--- src/design/mps_defs.vh ---
/*
 constants for the packet security configuration block: register offsets,
 field positions, reset values and mode codes.
 assumes a 32-bit axi4-lite slave with byte addresses index*4.
*/
// How it works
// - standalone key slot follows bit 7
// - transmit key slot follows bit 6
// - receive key slot follows bit 5
// - bits 4:2 code the tag length
// - ctr: tx aux skips bytes before cipher
// - cbc-mac: tx aux skips bytes before auth
// - ccm: tx aux is auth-only length
// - ctr: rx aux skips bytes before decrypt
// - cbc-mac: rx aux skips bytes before auth
// - ccm: rx aux is auth-only length
// - aux bit 7 reserved, fields reset zero
// - engine reset bit initialises the engine
`ifndef MPS_DEFS_VH
`define MPS_DEFS_VH
`define MPS_IDX_CTRL      16'h2190
`define MPS_IDX_SEC       16'h2193
`define MPS_IDX_TRANSMIT_AUX_LENGTH      16'h2194
`define MPS_IDX_RECEIVE_AUX_LENGTH      16'h2195
`define MPS_IDX_STAT      16'h2196
`define MPS_SA_KEY_BIT    7
`define MPS_TX_KEY_BIT    6
`define MPS_RX_KEY_BIT    5
`define MPS_TAG_HI        4
`define MPS_TAG_LO        2
`define MPS_MODE_HI       1
`define MPS_MODE_LO       0
`define MPS_ENG_RST_BIT   4
`define MPS_SEC_RST       8'h00
`define MPS_AUX_RST       7'h00
`define MPS_MODE_NONE     2'h0
`define MPS_MODE_CBC      2'h1
`define MPS_MODE_CTR      2'h2
`define MPS_MODE_CCM      2'h3
`define MPS_RESP_OKAY     2'h0
`define MPS_RESP_SLVERR   2'h2
`define MPS_TAG_LEN6      8'h0c
`define MPS_TAG_LEN7      8'h0e
`endif

--- src/design/mps_decode.v ---
/*
 decodes the security settings into per-direction engine controls.
 assumes registered inputs from the register block on the same clock.
*/
`timescale 1ns/10ps
`include "mps_defs.vh"
module mps_decode (
  // settings
  input  wire [1:0] protection_mode,
  input  wire [2:0] auth_tag_length_code,
  input  wire [6:0] aux_length,
  // engine controls
  output reg        use_cipher,
  output reg        use_auth,
  output reg  [6:0] cipher_skip,
  output reg  [6:0] auth_skip,
  output reg  [6:0] auth_only_len,
  output reg  [7:0] tag_bytes,
  output reg        tag_code_bad
);
  always @* begin
    use_cipher    = 1'b0;
    use_auth      = 1'b0;
    cipher_skip   = 7'h00;
    auth_skip     = 7'h00;
    auth_only_len = 7'h00;
    case (protection_mode)
      `MPS_MODE_CBC: begin
        use_auth  = 1'b1;
        auth_skip = aux_length;
      end
      `MPS_MODE_CTR: begin
        use_cipher  = 1'b1;
        cipher_skip = aux_length;
      end
      `MPS_MODE_CCM: begin
        use_cipher    = 1'b1;
        use_auth      = 1'b1;
        auth_only_len = aux_length;
        cipher_skip   = aux_length;
      end
      default: begin
        use_cipher = 1'b0;
      end
    endcase
  end

  always @* begin
    tag_code_bad = 1'b0;
    case (auth_tag_length_code)
      3'h0:    begin
        tag_bytes    = 8'h00;
        tag_code_bad = 1'b1;
      end
      3'h6:    tag_bytes = `MPS_TAG_LEN6;
      3'h7:    tag_bytes = `MPS_TAG_LEN7;
      default: tag_bytes = {4'h0, auth_tag_length_code, 1'b0} + 8'h02;
    endcase
  end
endmodule // mps_decode

--- src/design/mps_config.v ---
/*
 packet security configuration registers with an axi4-lite slave.
 assumes one clock, synchronous active-low reset, one access at a time.
*/
`timescale 1ns/10ps
`include "mps_defs.vh"
module mps_config (
  // clock and reset
  input  wire        aclk,
  input  wire        aresetn,
  // axi4-lite write
  input  wire [31:0] s_axi_awaddr,
  input  wire        s_axi_awvalid,
  output wire        s_axi_awready,
  input  wire [31:0] s_axi_wdata,
  input  wire [3:0]  s_axi_wstrb,
  input  wire        s_axi_wvalid,
  output wire        s_axi_wready,
  output reg  [1:0]  s_axi_bresp,
  output reg         s_axi_bvalid,
  input  wire        s_axi_bready,
  // axi4-lite read
  input  wire [31:0] s_axi_araddr,
  input  wire        s_axi_arvalid,
  output wire        s_axi_arready,
  output reg  [31:0] s_axi_rdata,
  output reg  [1:0]  s_axi_rresp,
  output reg         s_axi_rvalid,
  input  wire        s_axi_rready,
  // engine activity
  input  wire        tx_busy,
  input  wire        rx_busy,
  // key slot choices, 1 = second key slot
  output wire        sa_key_second,
  output wire        tx_key_second,
  output wire        rx_key_second,
  // transmit controls
  output wire        tx_use_cipher,
  output wire        tx_use_auth,
  output wire [6:0]  tx_cipher_skip,
  output wire [6:0]  tx_auth_skip,
  output wire [6:0]  tx_auth_only_len,
  // receive controls
  output wire        rx_use_cipher,
  output wire        rx_use_auth,
  output wire [6:0]  rx_cipher_skip,
  output wire [6:0]  rx_auth_skip,
  output wire [6:0]  rx_auth_only_len,
  // tag and mode
  output wire [7:0]  tag_bytes,
  output wire [1:0]  protection_mode,
  // engine reset pulse
  output reg         engine_init
);
  reg  [7:0]  sec_ff;
  reg  [6:0]  transmit_aux_length_ff;
  reg  [6:0]  receive_aux_length_ff;
  reg         tag_bad_ff;
  reg         aw_held_ff;
  reg         w_held_ff;
  reg  [31:0] awaddr_ff;
  reg  [31:0] wdata_ff;
  reg         wstb_ff;
  wire        tag_bad_now;
  wire        do_write;
  wire [31:0] wr_addr;
  wire [31:0] wr_data;
  wire        wr_lane0;

  function [15:0] word_index;
    input [31:0] addr;
    begin
      word_index = addr[17:2];
    end
  endfunction

  function known_index;
    input [15:0] idx;
    begin
      known_index = (idx == `MPS_IDX_CTRL) || (idx == `MPS_IDX_SEC) ||
                    (idx == `MPS_IDX_TRANSMIT_AUX_LENGTH) || (idx == `MPS_IDX_RECEIVE_AUX_LENGTH) ||
                    (idx == `MPS_IDX_STAT);
    end
  endfunction

  assign s_axi_awready = !aw_held_ff && !s_axi_bvalid;
  assign s_axi_wready  = !w_held_ff && !s_axi_bvalid;
  assign s_axi_arready = !s_axi_rvalid;

  assign wr_addr  = aw_held_ff ? awaddr_ff : s_axi_awaddr;
  assign wr_data  = w_held_ff ? wdata_ff : s_axi_wdata;
  assign wr_lane0 = w_held_ff ? wstb_ff : s_axi_wstrb[0];
  assign do_write = (aw_held_ff || (s_axi_awvalid && s_axi_awready)) &&
                    (w_held_ff || (s_axi_wvalid && s_axi_wready));

  // write channel and registers
  always @(posedge aclk) begin
    if (!aresetn) begin
      sec_ff       <= `MPS_SEC_RST;
      transmit_aux_length_ff      <= `MPS_AUX_RST;
      receive_aux_length_ff      <= `MPS_AUX_RST;
      aw_held_ff   <= 1'b0;
      w_held_ff    <= 1'b0;
      awaddr_ff    <= 32'h0000_0000;
      wdata_ff     <= 32'h0000_0000;
      wstb_ff      <= 1'b0;
      s_axi_bvalid <= 1'b0;
      s_axi_bresp  <= `MPS_RESP_OKAY;
      engine_init  <= 1'b0;
    end else begin
      engine_init <= 1'b0;
      if (s_axi_bvalid && s_axi_bready) begin
        s_axi_bvalid <= 1'b0;
      end
      if (do_write) begin
        aw_held_ff   <= 1'b0;
        w_held_ff    <= 1'b0;
        s_axi_bvalid <= 1'b1;
        s_axi_bresp  <= known_index(word_index(wr_addr)) ? `MPS_RESP_OKAY
                                                         : `MPS_RESP_SLVERR;
        if (wr_lane0) begin
          case (word_index(wr_addr))
            `MPS_IDX_CTRL: engine_init <= wr_data[`MPS_ENG_RST_BIT];
            `MPS_IDX_SEC:  sec_ff      <= wr_data[7:0];
            `MPS_IDX_TRANSMIT_AUX_LENGTH: transmit_aux_length_ff     <= wr_data[6:0];
            `MPS_IDX_RECEIVE_AUX_LENGTH: receive_aux_length_ff     <= wr_data[6:0];
            default:       sec_ff      <= sec_ff;
          endcase
        end
      end else begin
        if (s_axi_awvalid && s_axi_awready) begin
          aw_held_ff <= 1'b1;
          awaddr_ff  <= s_axi_awaddr;
        end
        if (s_axi_wvalid && s_axi_wready) begin
          w_held_ff <= 1'b1;
          wdata_ff  <= s_axi_wdata;
          wstb_ff   <= s_axi_wstrb[0];
        end
      end
    end
  end

  // read channel
  always @(posedge aclk) begin
    if (!aresetn) begin
      s_axi_rvalid <= 1'b0;
      s_axi_rdata  <= 32'h0000_0000;
      s_axi_rresp  <= `MPS_RESP_OKAY;
      tag_bad_ff   <= 1'b0;
    end else begin
      tag_bad_ff <= tag_bad_now;
      if (s_axi_rvalid && s_axi_rready) begin
        s_axi_rvalid <= 1'b0;
      end
      if (s_axi_arvalid && s_axi_arready) begin
        s_axi_rvalid <= 1'b1;
        s_axi_rresp  <= known_index(word_index(s_axi_araddr)) ? `MPS_RESP_OKAY
                                                              : `MPS_RESP_SLVERR;
        case (word_index(s_axi_araddr))
          `MPS_IDX_SEC:  s_axi_rdata <= {24'h000000, sec_ff};
          `MPS_IDX_TRANSMIT_AUX_LENGTH: s_axi_rdata <= {25'h0000000, transmit_aux_length_ff};
          `MPS_IDX_RECEIVE_AUX_LENGTH: s_axi_rdata <= {25'h0000000, receive_aux_length_ff};
          `MPS_IDX_STAT: s_axi_rdata <= {29'h00000000, tag_bad_ff, rx_busy, tx_busy};
          default:       s_axi_rdata <= 32'h0000_0000;
        endcase
      end
    end
  end

  assign sa_key_second   = sec_ff[`MPS_SA_KEY_BIT];
  assign tx_key_second   = sec_ff[`MPS_TX_KEY_BIT];
  assign rx_key_second   = sec_ff[`MPS_RX_KEY_BIT];
  assign protection_mode = sec_ff[`MPS_MODE_HI:`MPS_MODE_LO];

  mps_decode u_tx_dec (
    .protection_mode      (sec_ff[`MPS_MODE_HI:`MPS_MODE_LO]),
    .auth_tag_length_code (sec_ff[`MPS_TAG_HI:`MPS_TAG_LO]),
    .aux_length           (transmit_aux_length_ff),
    .use_cipher           (tx_use_cipher),
    .use_auth             (tx_use_auth),
    .cipher_skip          (tx_cipher_skip),
    .auth_skip            (tx_auth_skip),
    .auth_only_len        (tx_auth_only_len),
    .tag_bytes            (tag_bytes),
    .tag_code_bad         (tag_bad_now)
  );

  mps_decode u_rx_dec (
    .protection_mode      (sec_ff[`MPS_MODE_HI:`MPS_MODE_LO]),
    .auth_tag_length_code (sec_ff[`MPS_TAG_HI:`MPS_TAG_LO]),
    .aux_length           (receive_aux_length_ff),
    .use_cipher           (rx_use_cipher),
    .use_auth             (rx_use_auth),
    .cipher_skip          (rx_cipher_skip),
    .auth_skip            (rx_auth_skip),
    .auth_only_len        (rx_auth_only_len),
    .tag_bytes            (),
    .tag_code_bad         ()
  );
endmodule // mps_config

--- config.mk ---
export PLATFORM = sky130hd
export DESIGN_NAME = mps_config
export DESIGN_NICKNAME = d
export VERILOG_FILES = /design/src/design/mps_decode.v /design/src/design/mps_config.v
export VERILOG_INCLUDE_DIRS = /design/src /design/src/design
export SDC_FILE = /design/constraint.sdc
export NUM_CORES = 1
export LEC_CHECK = 0
export BUFFER_PORTS_ARGS = -buffer_cell sky130_fd_sc_hd__buf_2
export CORE_MARGIN = 10
export CORE_UTILIZATION = 44
export DETAILED_ROUTE_END_ITERATION = 12
export GPL_TIMING_DRIVEN = 0
export PLACE_DENSITY = 0.81
export SYNTH_ARGS = -nofsm -noshare
export SYNTH_HDL_FRONTEND = slang
export SYNTH_SLANG_ARGS = --single-unit
--- constraint.sdc ---
create_clock -name aclk -period 2.25 [get_ports aclk]
set_clock_uncertainty 0.1 [all_clocks]
set_input_delay 0.45 -clock aclk [delete_from_list [all_inputs] [get_ports aclk]]
set_output_delay 0.45 -clock aclk [all_outputs]
set_load 0.05 [all_outputs]
; Yosys cells after proc, flatten, opt, wreduce, memory -nomap -nowiden
; Cells that the tools add are included.
[word_totals]
register_bits = 91
inputBits = 109
out_inout_bits = 101
elab_cells = 87
[classes]
addsub = 1
eq_ne = 15
mux = 20
n_bitwise = 2
reduce_logical = 34
[ops]
columns = cell, n
row1 = $eq A16 B14 Y1 const B, 10
row2 = $mux W7, 6
row3 = $pmux W8 S4, 1
row4 = $pmux W8 S3, 1
row5 = $mux W18, 1
row6 = $logic_or A1 B1 Y1, 10
row7 = $reduce_and A3 Y1, 3
row8 = $logic_and A1 B1 Y1, 8
row9 = $mux W1, 8
row10 = $mux W8, 1
row11 = $eq A3 B3 Y1 const B, 2
row12 = $reduce_or A2 Y1, 3
row13 = $add A4 B2 Y5 const B, 1
row14 = $eq A2 B2 Y1 const B, 2
row15 = $logic_not A1 Y1, 4
row16 = $mux W2, 2
row17 = $reduce_and A2 Y1, 2
row18 = $reduce_and A4 Y1, 1
row19 = $reduce_bool A2 Y1, 2
row20 = $logic_not A3 Y1, 1
row21 = $eq A2 B1 Y1 const B, 1
row22 = $not A1 Y1, 2

; Longest topological paths before layout
; Gate-level depths: netlist (run 1).
[logic_depth]
word_depth = 7
ltp_mapped = 7
mapped_depth_nobuf = 5

; Hierarchy
; From an unflattened synthesis (run 1), not the netlist that was laid out.
[hier_totals]
hier_cells = 425
hier_area_um2 = 3846.2
[modules_own_cells]
columns = module, n_inst, cells_each, area_per_inst_um2, seq_area_each_um2
row1 = mps_config, 1, 331, 3203.1, 1261.2
row2 = mps_decode, 2, 47, 321.6, 0.0

; Least setup slack after synthesis (run 1)
; Ideal clock, no wire load.
[synth_path]
path_type = reg2out
start = register sec_ff[3]
end = output tag_bytes[3]
arrival_ns = 1.921
t_required_ns = 1.700
path_slack_ns = -0.221
stages_incl_launch_ff = 5
n_path_buf = 0
cell_sequence = dfxtp_1 ha_1 ha_1 inv_1 o21ai_0
[synth_via]
elab_chain_cells = 2
word_cells_on_any_way = 5
[synth_lines]
columns = item, line
row1 = from (decl), mps_config.v:55  ; reg [7:0] sec_ff;
row2 = from (signal assigned), mps_config.v:99  ; sec_ff <= `MPS_SEC_RST;
row3 = from (signal assigned), mps_config.v:124  ; `MPS_IDX_SEC: sec_ff <= wr_data[7:0];
row4 = $add A4 B2 Y5 (tied with other cells), --
row5 = $pmux W8 S3 *, mps_decode.v:50  ; case (auth_tag_length_code)
row6 = to (decl), mps_config.v:50  ; output wire [7:0] tag_bytes,
; Mark *: on every way between the ends. The rest lies on a longest branch, timed or not.

; Worst setup path in the final report (run 1)
[layout_path]
start = register sec_ff[1]
end = output rx_auth_only_len[2]
[layout_via]
elab_chain_cells = 2
[layout_lines]
columns = item, line
row1 = $eq A2 B2 Y1, mps_decode.v:27  ; case (protection_mode)
row2 = $mux W7, mps_decode.v:27
row3 = to (decl), mps_config.v:48  ; output wire [6:0] rx_auth_only_len,
; Every way passes these cells.

==> out/metrics.yaml, run 1 <==
hpwl_um: 8517
routed_via_density: 4.851
setup_viol: 0
fp.coreArea_um2: 7807
start_util_pct: 45.77
nets: 668
io_pins: 210
die_h_um: 110.1
cts_tree: "yes"
grt_pass1_vias: 3272
worstPathArrival_ps: 1630
n_fill_cell: 692
grt_overflow_total: 0
dieArea_um2: 12130
hold_violations: 0
finalWirelength_um: 10530
synth.distinct_cells: 41
power.leakage_uw: 0.002473
worst_pin_slew_ps: 686.5
drc_errors: 0
clk_pin_slew_ps: 70
synthesis.area_um2: 3573
place.gp.congestion: 0.8762
relSlewSlack_pct: 54.23
power_density_nw_per_um2: 582.0
worstSetupPathType: "reg2out"
die_x_um: 110.1
final_util_pct: 59.78
fin_crit_sh_pct: 97.01
synth.avg_cell_area_um2: 9.047
final_area_um2: 4667
worstSetupEndpointType: "primary output"
place_area_um2: 4404
crit_chain: "clkbuf_1, and3_1, buf_2"
ant_nets: 0
final_common_cell: "buf_2"
io_buffer_count: 118
synthArstFlopShare_pct: 0
outcome: "completed"
final_cell_mix: "buf_2, dfxtp_1, mux2i_1"
first_pass_iters: 4
clk-insertion-delay-late_ps: 340
synth_seq_cells: 63
synthTopCellsByArea: "dfxtp_1, mux2i_1, buf_4, nor2b_1, and2_1"
max_stage_delay_ps: 460
antenna_found_initial: 0
ys_seq_area_share_pct: 35.29
grt_max_degree: 13
synth.largest_area_cell: "dfxtp_1"
grt_pass1_wl_um: 16160
syn_to_final_growth_pct: 30.60
cts_buffers: 9
startpoint_type: "flop"
n_antenna_cell: 0
synth-main-ff-cell: "dfxtp_1"
cap_violations: 0
final_max_slew_viol_count: 0
hp-class: "in2reg"
critical_path.slowest_cell: "dfxtp_1"
rows: 32
yosys_warnings: 0
drtIter0Drc: 125
grtUsageTotal_pct: 16.55
yosys.area.top_type_share_pct: 35.29
layout-drive-gt1-share_pct: 35.83
path_max_fanout: 10
synth_edf_count: 0
synth_cells: 395
cts_sinks: 63
via_count: 3216
peakVddDrop_mv: 0.3371
min_period_ps: 2183
root_buffer: "clkbuf_8"
wl_per_cell_um: 15.88
rsz0062_at_grt: "true"
cp_data_required_time_ps: 1700
tns_ps: 0
clock_path_buffers: 2
htree_num_levels: 3
fmax_mhz: 458.2
## final timing paths
kind / depth (start not counted) / slack (ps) / start / end
max: 3 / 70 / sec_ff[1] / rx_auth_only_len[2]
min reg2reg: 2 / 360 / s_axi_rdata[4] / s_axi_rdata[4]
max reg2reg: 7 / 110 / aw_held_ff / engine_init
min: 2 / 250 / s_axi_arvalid / s_axi_rvalid
## where the power goes
group | switching, µW | internal, µW
registers | 24.5 | 1150
clock network | 459 | 544
logic | 349 | 189
total | 832 | 1880
## flip-flops by register name, indices dropped and copies added, names as in the netlist
name and flops:
s_axi_bresp 1, s_axi_rvalid 1, aw_held_ff 1, wdata_ff 8
s_axi_rresp 1, sec_ff 8, engine_init 1, s_axi_bvalid 1
w_held_ff 1, transmit_aux_length_ff 7, tag_bad_ff 1, s_axi_rdata 8
receive_aux_length_ff 7, awaddr_ff 16, wstb_ff 1
## routing by layer
| layer | wire, µm | track usage (%) | share of wire, % |
|---|---|---|---|
| met1 | 3975 | 18.12 | 38 |
| met2 | 5349 | 29.76 | 51 |
| met3 | 1066 | 4.701 | 10 |
| met4 | 136 | 6.055 | 1.3 |
| met5 | 0 | 0 | 0 |
## logic make-up (layout without fill, tap and decap cells)
| kind of cell | after synthesis | count (layout) | share of synthesized area, % |
|---|---|---|---|
| and+or+nand+nor | 161 | 161 | 26.65 |
| DFF | 63 | 63 | 35.29 |
| adders and majority gates | 3 | 3 | 1.051 |
| AOI/OAI and AO/OA | 36 | 36 | 6.723 |
| muxes | 67 | 67 | 19.26 |
| buffers and inverters | 62 | 198 | 10.43 |
| other | 1 | 31 | 0.1049 |
| xor gates and xnor gates | 2 | 2 | 0.4903 |
## worst max-delay path: cells and delay by family (launching register included)
kind          cells  cell delay (ps)
buf+inv           2              600
flops             1              460
simple gates      1              240
## layout make-up
cell class	count	area, µm²	share of cell area, %
clock buffer	10	137.6	2.949
clock inverter	6	70.07	1.501
tap	102	127.6	2.735
inverter	7	26.28	0.5630
multi-input combinational	300	2079	44.56
sequential	63	1265	27.10
timing repair buffer	120	613.1	13.14
buffer	55	347.8	7.453
## timing repair
item / CTS / global route
pin swaps: 0 / 2
setup buffers: 0 / 2
endpoints found under the setup margin: 12 / 35
resized for setup: 5 / 9
gates cloned: 0 / 0
hold buffers: 0 / 0
## synth_stat cells (all sizes together), types with 2 or more instances
cell,n
inv,7
nor4bb,4
nand3b,3
ha,3
nand2b,3
nor4,2
a31oi,3
clkbuf,18
a22oi,8
mux2i,53
and3,14
nor2b,36
nor2,10
nand4,2
mux2,14
and2,28
nand3,2
dfxtp,63
nand4b,3
buf,37
o21ai,18
nand2,45
nor3,6
## metrics by stage
step	hold WS [ps]	total power, µW	std cells	setup WS [ps]
after floorplan	360.4	1608	425	87.25
after global placement	336.6	1712	645	-33.87
after detailed placement	343.7	1728	645	-62.84
after CTS	237.4	2722	661	22.33
after global routing	264.8	2816	663	-48.59
final	245.3	2716	663	67.32
Note: power is estimated with default switching activity, not from simulation.
==> inputs of run 2 (changes only) <==
--- a/config.mk
+++ b/config.mk
@@ -8,10 +8,11 @@
 export LEC_CHECK = 0
 export BUFFER_PORTS_ARGS = -buffer_cell sky130_fd_sc_hd__buf_2
 export CORE_MARGIN = 10
-export CORE_UTILIZATION = 44
+export CORE_UTILIZATION = 49
 export DETAILED_ROUTE_END_ITERATION = 12
 export GPL_TIMING_DRIVEN = 0
-export PLACE_DENSITY = 0.81
+export PLACE_DENSITY = 0.87
 export SYNTH_ARGS = -nofsm -noshare
 export SYNTH_HDL_FRONTEND = slang
+export SYNTH_HIERARCHICAL = 1
 export SYNTH_SLANG_ARGS = --single-unit
==> constraint.sdc (replaced) <==
create_clock -name aclk -period 2.79 [get_ports aclk]
set_clock_uncertainty 0.1 [all_clocks]
set_input_delay 0.558 -clock aclk [delete_from_list [all_inputs] [get_ports aclk]]
set_output_delay 0.558 -clock aclk [all_outputs]
set_load 0.05 [all_outputs]
==> out/metrics.yaml, run 2 <==
io_pins: 210
p_comb_share_pct: 19.5
outcome: "completed"
grt_overflow_total: 0
clock_path_buffers: 2
tns_ps: 0
clk_pin_slew_ps: 80
synthesis.area_um2: 3685
largest_reg_flops: 16
pwr-share-clk_pct: 37.2
synth.avg_cell_area_um2: 9.143
ant_nets: 0
cts_buffers: 9
fmax_mhz: 397.0
dieArea_um2: 11390
cp_data_required_time_ps: 2130
switching_share_pct: 30.73
power.leakage_uw: 0.002468
cap_violations: 0
routed_via_density: 4.913
worstSetupEndpointType: "primary output"
final_cell_mix: "buf_2, dfxtp_1, mux2i_1"
syn_to_final_growth_pct: 27.84
layout-drive-gt1-share_pct: 35.93
drtIter0Drc: 110
fp.coreArea_um2: 7292
grt_max_degree: 22
final_common_cell: "buf_2"
n_antenna_cell: 0
htree_num_levels: 3
grt_pass1_vias: 3340
max_stage_delay_ps: 450
drc_errors: 0
root_buffer: "clkbuf_8"
antenna_found_initial: 0
switchingPower_uw: 675.4
cts_tree: "yes"
io_buffer_count: 118
n_fill_cell: 639
start_util_pct: 50.53
hpwl_um: 8286
rows: 31
worstSetupPathType: "reg2out"
yosys_warnings: 6
postCtsHoldBufs: 0
crit_chain: "inv_1, ha_1, nor2b_2, a211oi_1, or2_1, buf_2"
rsz0062_at_grt: "false"
power_density_nw_per_um2: 466.5
wl_per_cell_um: 15.35
final_max_slew_viol_count: 0
hold_violations: 0
finalWirelength_um: 10200
worstPathArrival_ps: 1860
place.gp.congestion: 0.8373
largest_register: "awaddr_ff"
critical_path.slowest_cell: "dfxtp_1"
startpoint_type: "flop"
peakVddDrop_mv: 0.2758
p_seq_share_pct: 43.3
postCtsSetupRepairBufs: 0
min_period_ps: 2519
setup_viol: 0
relSlewSlack_pct: 51.39
hp-class: "in2reg"
fin_crit_sh_pct: 90.29
synth_cells: 403
final_util_pct: 64.60
grt_pass1_wl_um: 16260
die_h_um: 106.7
die_x_um: 106.7
worst_pin_slew_ps: 722.5
finalPower_uw: 2198
first_pass_iters: 4
clk-insertion-delay-late_ps: 330
via_count: 3262
grtUsageTotal_pct: 17.14
p_int_uw: 1522
cts-resized-gates: 0
cts_sinks: 63
nets: 673
path_max_fanout: 6
## run 2: power by group through the flow
stage | sequential [µW] | clock, µW | combinational, µW
global route | 956 | 870 | 460
global placement | 970 | 0 | 415
finish | 952 | 817 | 429
CTS | 952 | 824 | 427
detailed placement | 973 | 0 | 424
floorplan | 988 | 0 | 315
## run 2: final timing paths
check	start	depth (start not counted)	slack [ps]	end
worst max-delay path	sec_ff[2]	6	270	tag_bytes[1]
worst min-delay path	s_axi_rready	2	310	s_axi_rvalid
worst max register to register	aw_held_ff	5	690	transmit_aux_length_ff[6]
worst min register to register	s_axi_rdata[6]	2	350	s_axi_rdata[6]
## run 2: per-layer routing
| metal | track usage (%) | part of all wire [%] | wire length [µm] |
|---|---|---|---|
| met1 | 19.35 | 41 | 4204 |
| met2 | 29.28 | 50 | 5057 |
| met4 | 5.126 | 1.5 | 152 |
| met5 | 0 | 0 | 0 |
| met3 | 6.587 | 7.7 | 781 |
## run 2: stage by stage
step,area (µm²),setup slack [ps],cells,hold WS [ps]
floorplan,3790,308.3,431,355.0
global placement,4504,373.4,648,339.0
detailed placement,4504,363.0,648,343.5
CTS,4711,283.1,664,300.4
global route,4711,152.7,664,303.0
finish,4711,270.9,664,311.7
## run 2: cell type report
cell class	count	area [µm²]	area share [%]
sequential	63	1261	26.77
clock inverter	6	68.82	1.461
inverter	7	26.28	0.5578
tap	99	123.9	2.629
buffer	54	350.3	7.437
clock buffer	10	137.6	2.922
timing repair buffer	118	590.6	12.54
multi-input combinational	307	2152	45.68
## run 2: worst max-delay path: cells and delay by family, from the launching register on
| kind | cells | cell delay, ps |
|---|---|---|
| compound gates | 1 | 200 |
| fa+ha+maj | 1 | 240 |
| buf+inv | 2 | 350 |
| flops | 1 | 450 |
| simple gates | 2 | 280 |
==> inputs of run 3 (changes only) <==
--- a/config.mk
+++ b/config.mk
@@ -6,12 +6,13 @@
 export SDC_FILE = /design/constraint.sdc
 export NUM_CORES = 1
 export LEC_CHECK = 0
+export ABC_AREA = 1
 export BUFFER_PORTS_ARGS = -buffer_cell sky130_fd_sc_hd__buf_2
 export CORE_MARGIN = 10
 export CORE_UTILIZATION = 49
 export DETAILED_ROUTE_END_ITERATION = 12
 export GPL_TIMING_DRIVEN = 0
-export PLACE_DENSITY = 0.87
+export PLACE_DENSITY = 0.86
 export SYNTH_ARGS = -nofsm -noshare
 export SYNTH_HDL_FRONTEND = slang
 export SYNTH_HIERARCHICAL = 1
==> out/metrics.yaml, run 3 <==
largest_register: "awaddr_ff"
cts_tree: "yes"
startpoint: "sec_ff[2]"
final_max_slew_viol_count: 0
p_int_uw: 1613
dr_wl_met3_um: 1199
postCtsSetupRepairBufs: 0
setup_slack_ps: 462.3
place.gp.congestion: 0.8963
cts_sinks: 63
top_layer_used: "met4"
cp_data_required_time_ps: 2130
power_density_nw_per_um2: 477.6
switching_share_pct: 31.84
drt-met1-wl_um: 4674
worstPathArrival_ps: 1670
critical_path.slowest_cell: "dfxtp_1"
seqCellArea_um2: 1261
rows: 32
rr_worst_depth: 8
n_antenna_cell: 0
tns_ps: 0
synth.avg_cell_area_um2: 6.288
synth_cells: 622
p_comb_share_pct: 22.5
syn_to_final_growth_pct: 26.71
wl_met2_um: 5413
hpwl_um: 9519
htree_num_levels: 3
max_stage_delay_ps: 440
grt_pass1_wl_um: 18260
drtIter0Drc: 200
peakVddDrop_mv: 0.3885
final_util_pct: 64.14
fp.coreArea_um2: 7727
postCtsHoldBufs: 0
io_pins: 210
via_count: 4143
wl_per_cell_um: 12.89
grtUsageTotal_pct: 18.68
p_seq_share_pct: 41.8
routed_via_density: 4.666
die_x_um: 109.3
clock_path_buffers: 2
min_period_ps: 2328
synthesis.area_um2: 3911
first_pass_iters: 5
hold_ws_ps: 309.8
drc_errors: 0
n_fill_cell: 710
clk-insertion-delay-late_ps: 340
final_cell_mix: "buf_2, nand2_1, nor2_1"
antenna_found_initial: 0
worstSetupPathType: "reg2out"
final_common_cell: "buf_2"
die_h_um: 109.3
power.leakage_uw: 0.002656
ant_nets: 0
finalPower_uw: 2367
io_buffer_count: 120
root_buffer: "clkbuf_8"
outcome: "completed"
dp_slack_ps: 695.2
layout-drive-gt1-share_pct: 25.32
multi_input_area_um2: 1968
worstSetupEndpointType: "primary output"
pwr-share-clk_pct: 35.7
regToRegStartpoint: "aw_held_ff"
clk_pin_slew_ps: 70
rrSetupSlack_ps: 970
cp_common_cell: "nand2_1"
fin_crit_sh_pct: 83.43
cap_violations: 0
hold_violations: 0
grt_pass1_vias: 3976
switchingPower_uw: 753.6
grt_overflow_total: 0
yosys_warnings: 6
setup_viol: 0
dieArea_um2: 11960
largest_reg_flops: 16
worst_pin_slew_ps: 596.0
grt_max_degree: 12
path_max_fanout: 5
startpoint_type: "flop"
cts-resized-gates: 0
cp-endpoint: "tag_bytes[2]"
hp-class: "in2reg"
crit_chain: "inv_1, ha_1, nand2_1, nand2_1, nand2_1, buf_2"
finalWirelength_um: 11440
relSlewSlack_pct: 59.85
cts_buffers: 9
r2r_end: "receive_aux_length_ff[6]"
fmax_mhz: 429.6
nets: 894
start_util_pct: 50.62
rsz0062_at_grt: "false"
==> run 3: area by class of cell <==
cell class | instances | share of cell area [%]
repair buffers | 120 | 12.12
clock inverters | 7 | 1.767
clock buffers | 9 | 2.499
well taps | 102 | 2.575
inverters | 113 | 8.558
flip-flops and latches | 63 | 25.45
multi-input cells | 418 | 39.71
plain buffers | 56 | 7.321
==> run 3: power by group through the flow <==
stage               Sequential [µW]  Combinational (µW)  Clock (µW)
floorplan                      1030                 390           0
global placement               1010                 515           0
detailed placement             1010                 527           0
CTS                             990                 528         859
global route                    995                 586         903
finish                          990                 532         845
==> run 3: through the flow <==
step | cells | cell area [µm²]
floorplan | 650 | 4016
global placement | 872 | 4745
detailed placement | 872 | 4745
CTS | 888 | 4956
global route | 888 | 4956
finish | 888 | 4956
==> run 3: worst min-delay path by stage <==
stage | start | to | slack, ps | depth (start not counted)
2_1_floorplan | awaddr_ff[11] | awaddr_ff[11] | 330 | 2
3_3_place_gp | s_axi_bresp[1] | s_axi_bresp[1] | 340 | 2
3_5_place_dp | s_axi_bresp[1] | s_axi_bresp[1] | 340 | 2
4_1_cts | s_axi_bready | s_axi_bvalid | 300 | 2
5_1_grt | s_axi_bready | s_axi_bvalid | 290 | 2
6_report | s_axi_bready | s_axi_bvalid | 310 | 2
==> run 3: worst max-delay path, delay by kind of cell, from the launching register on <==
| family | cells | cell delay (ps) |
|---|---|---|
| adders and majority gates | 1 | 220 |
| buffers and inverters | 2 | 380 |
| DFF | 1 | 440 |
| and+or+nand+nor | 3 | 300 |
==> run 3: layer usage <==
metal	track usage, %	vias to the layer above
met1	20.70	1789
li1	-	2170
met4	5.948	0
met5	0	-
met2	33.56	173
met3	5.442	11
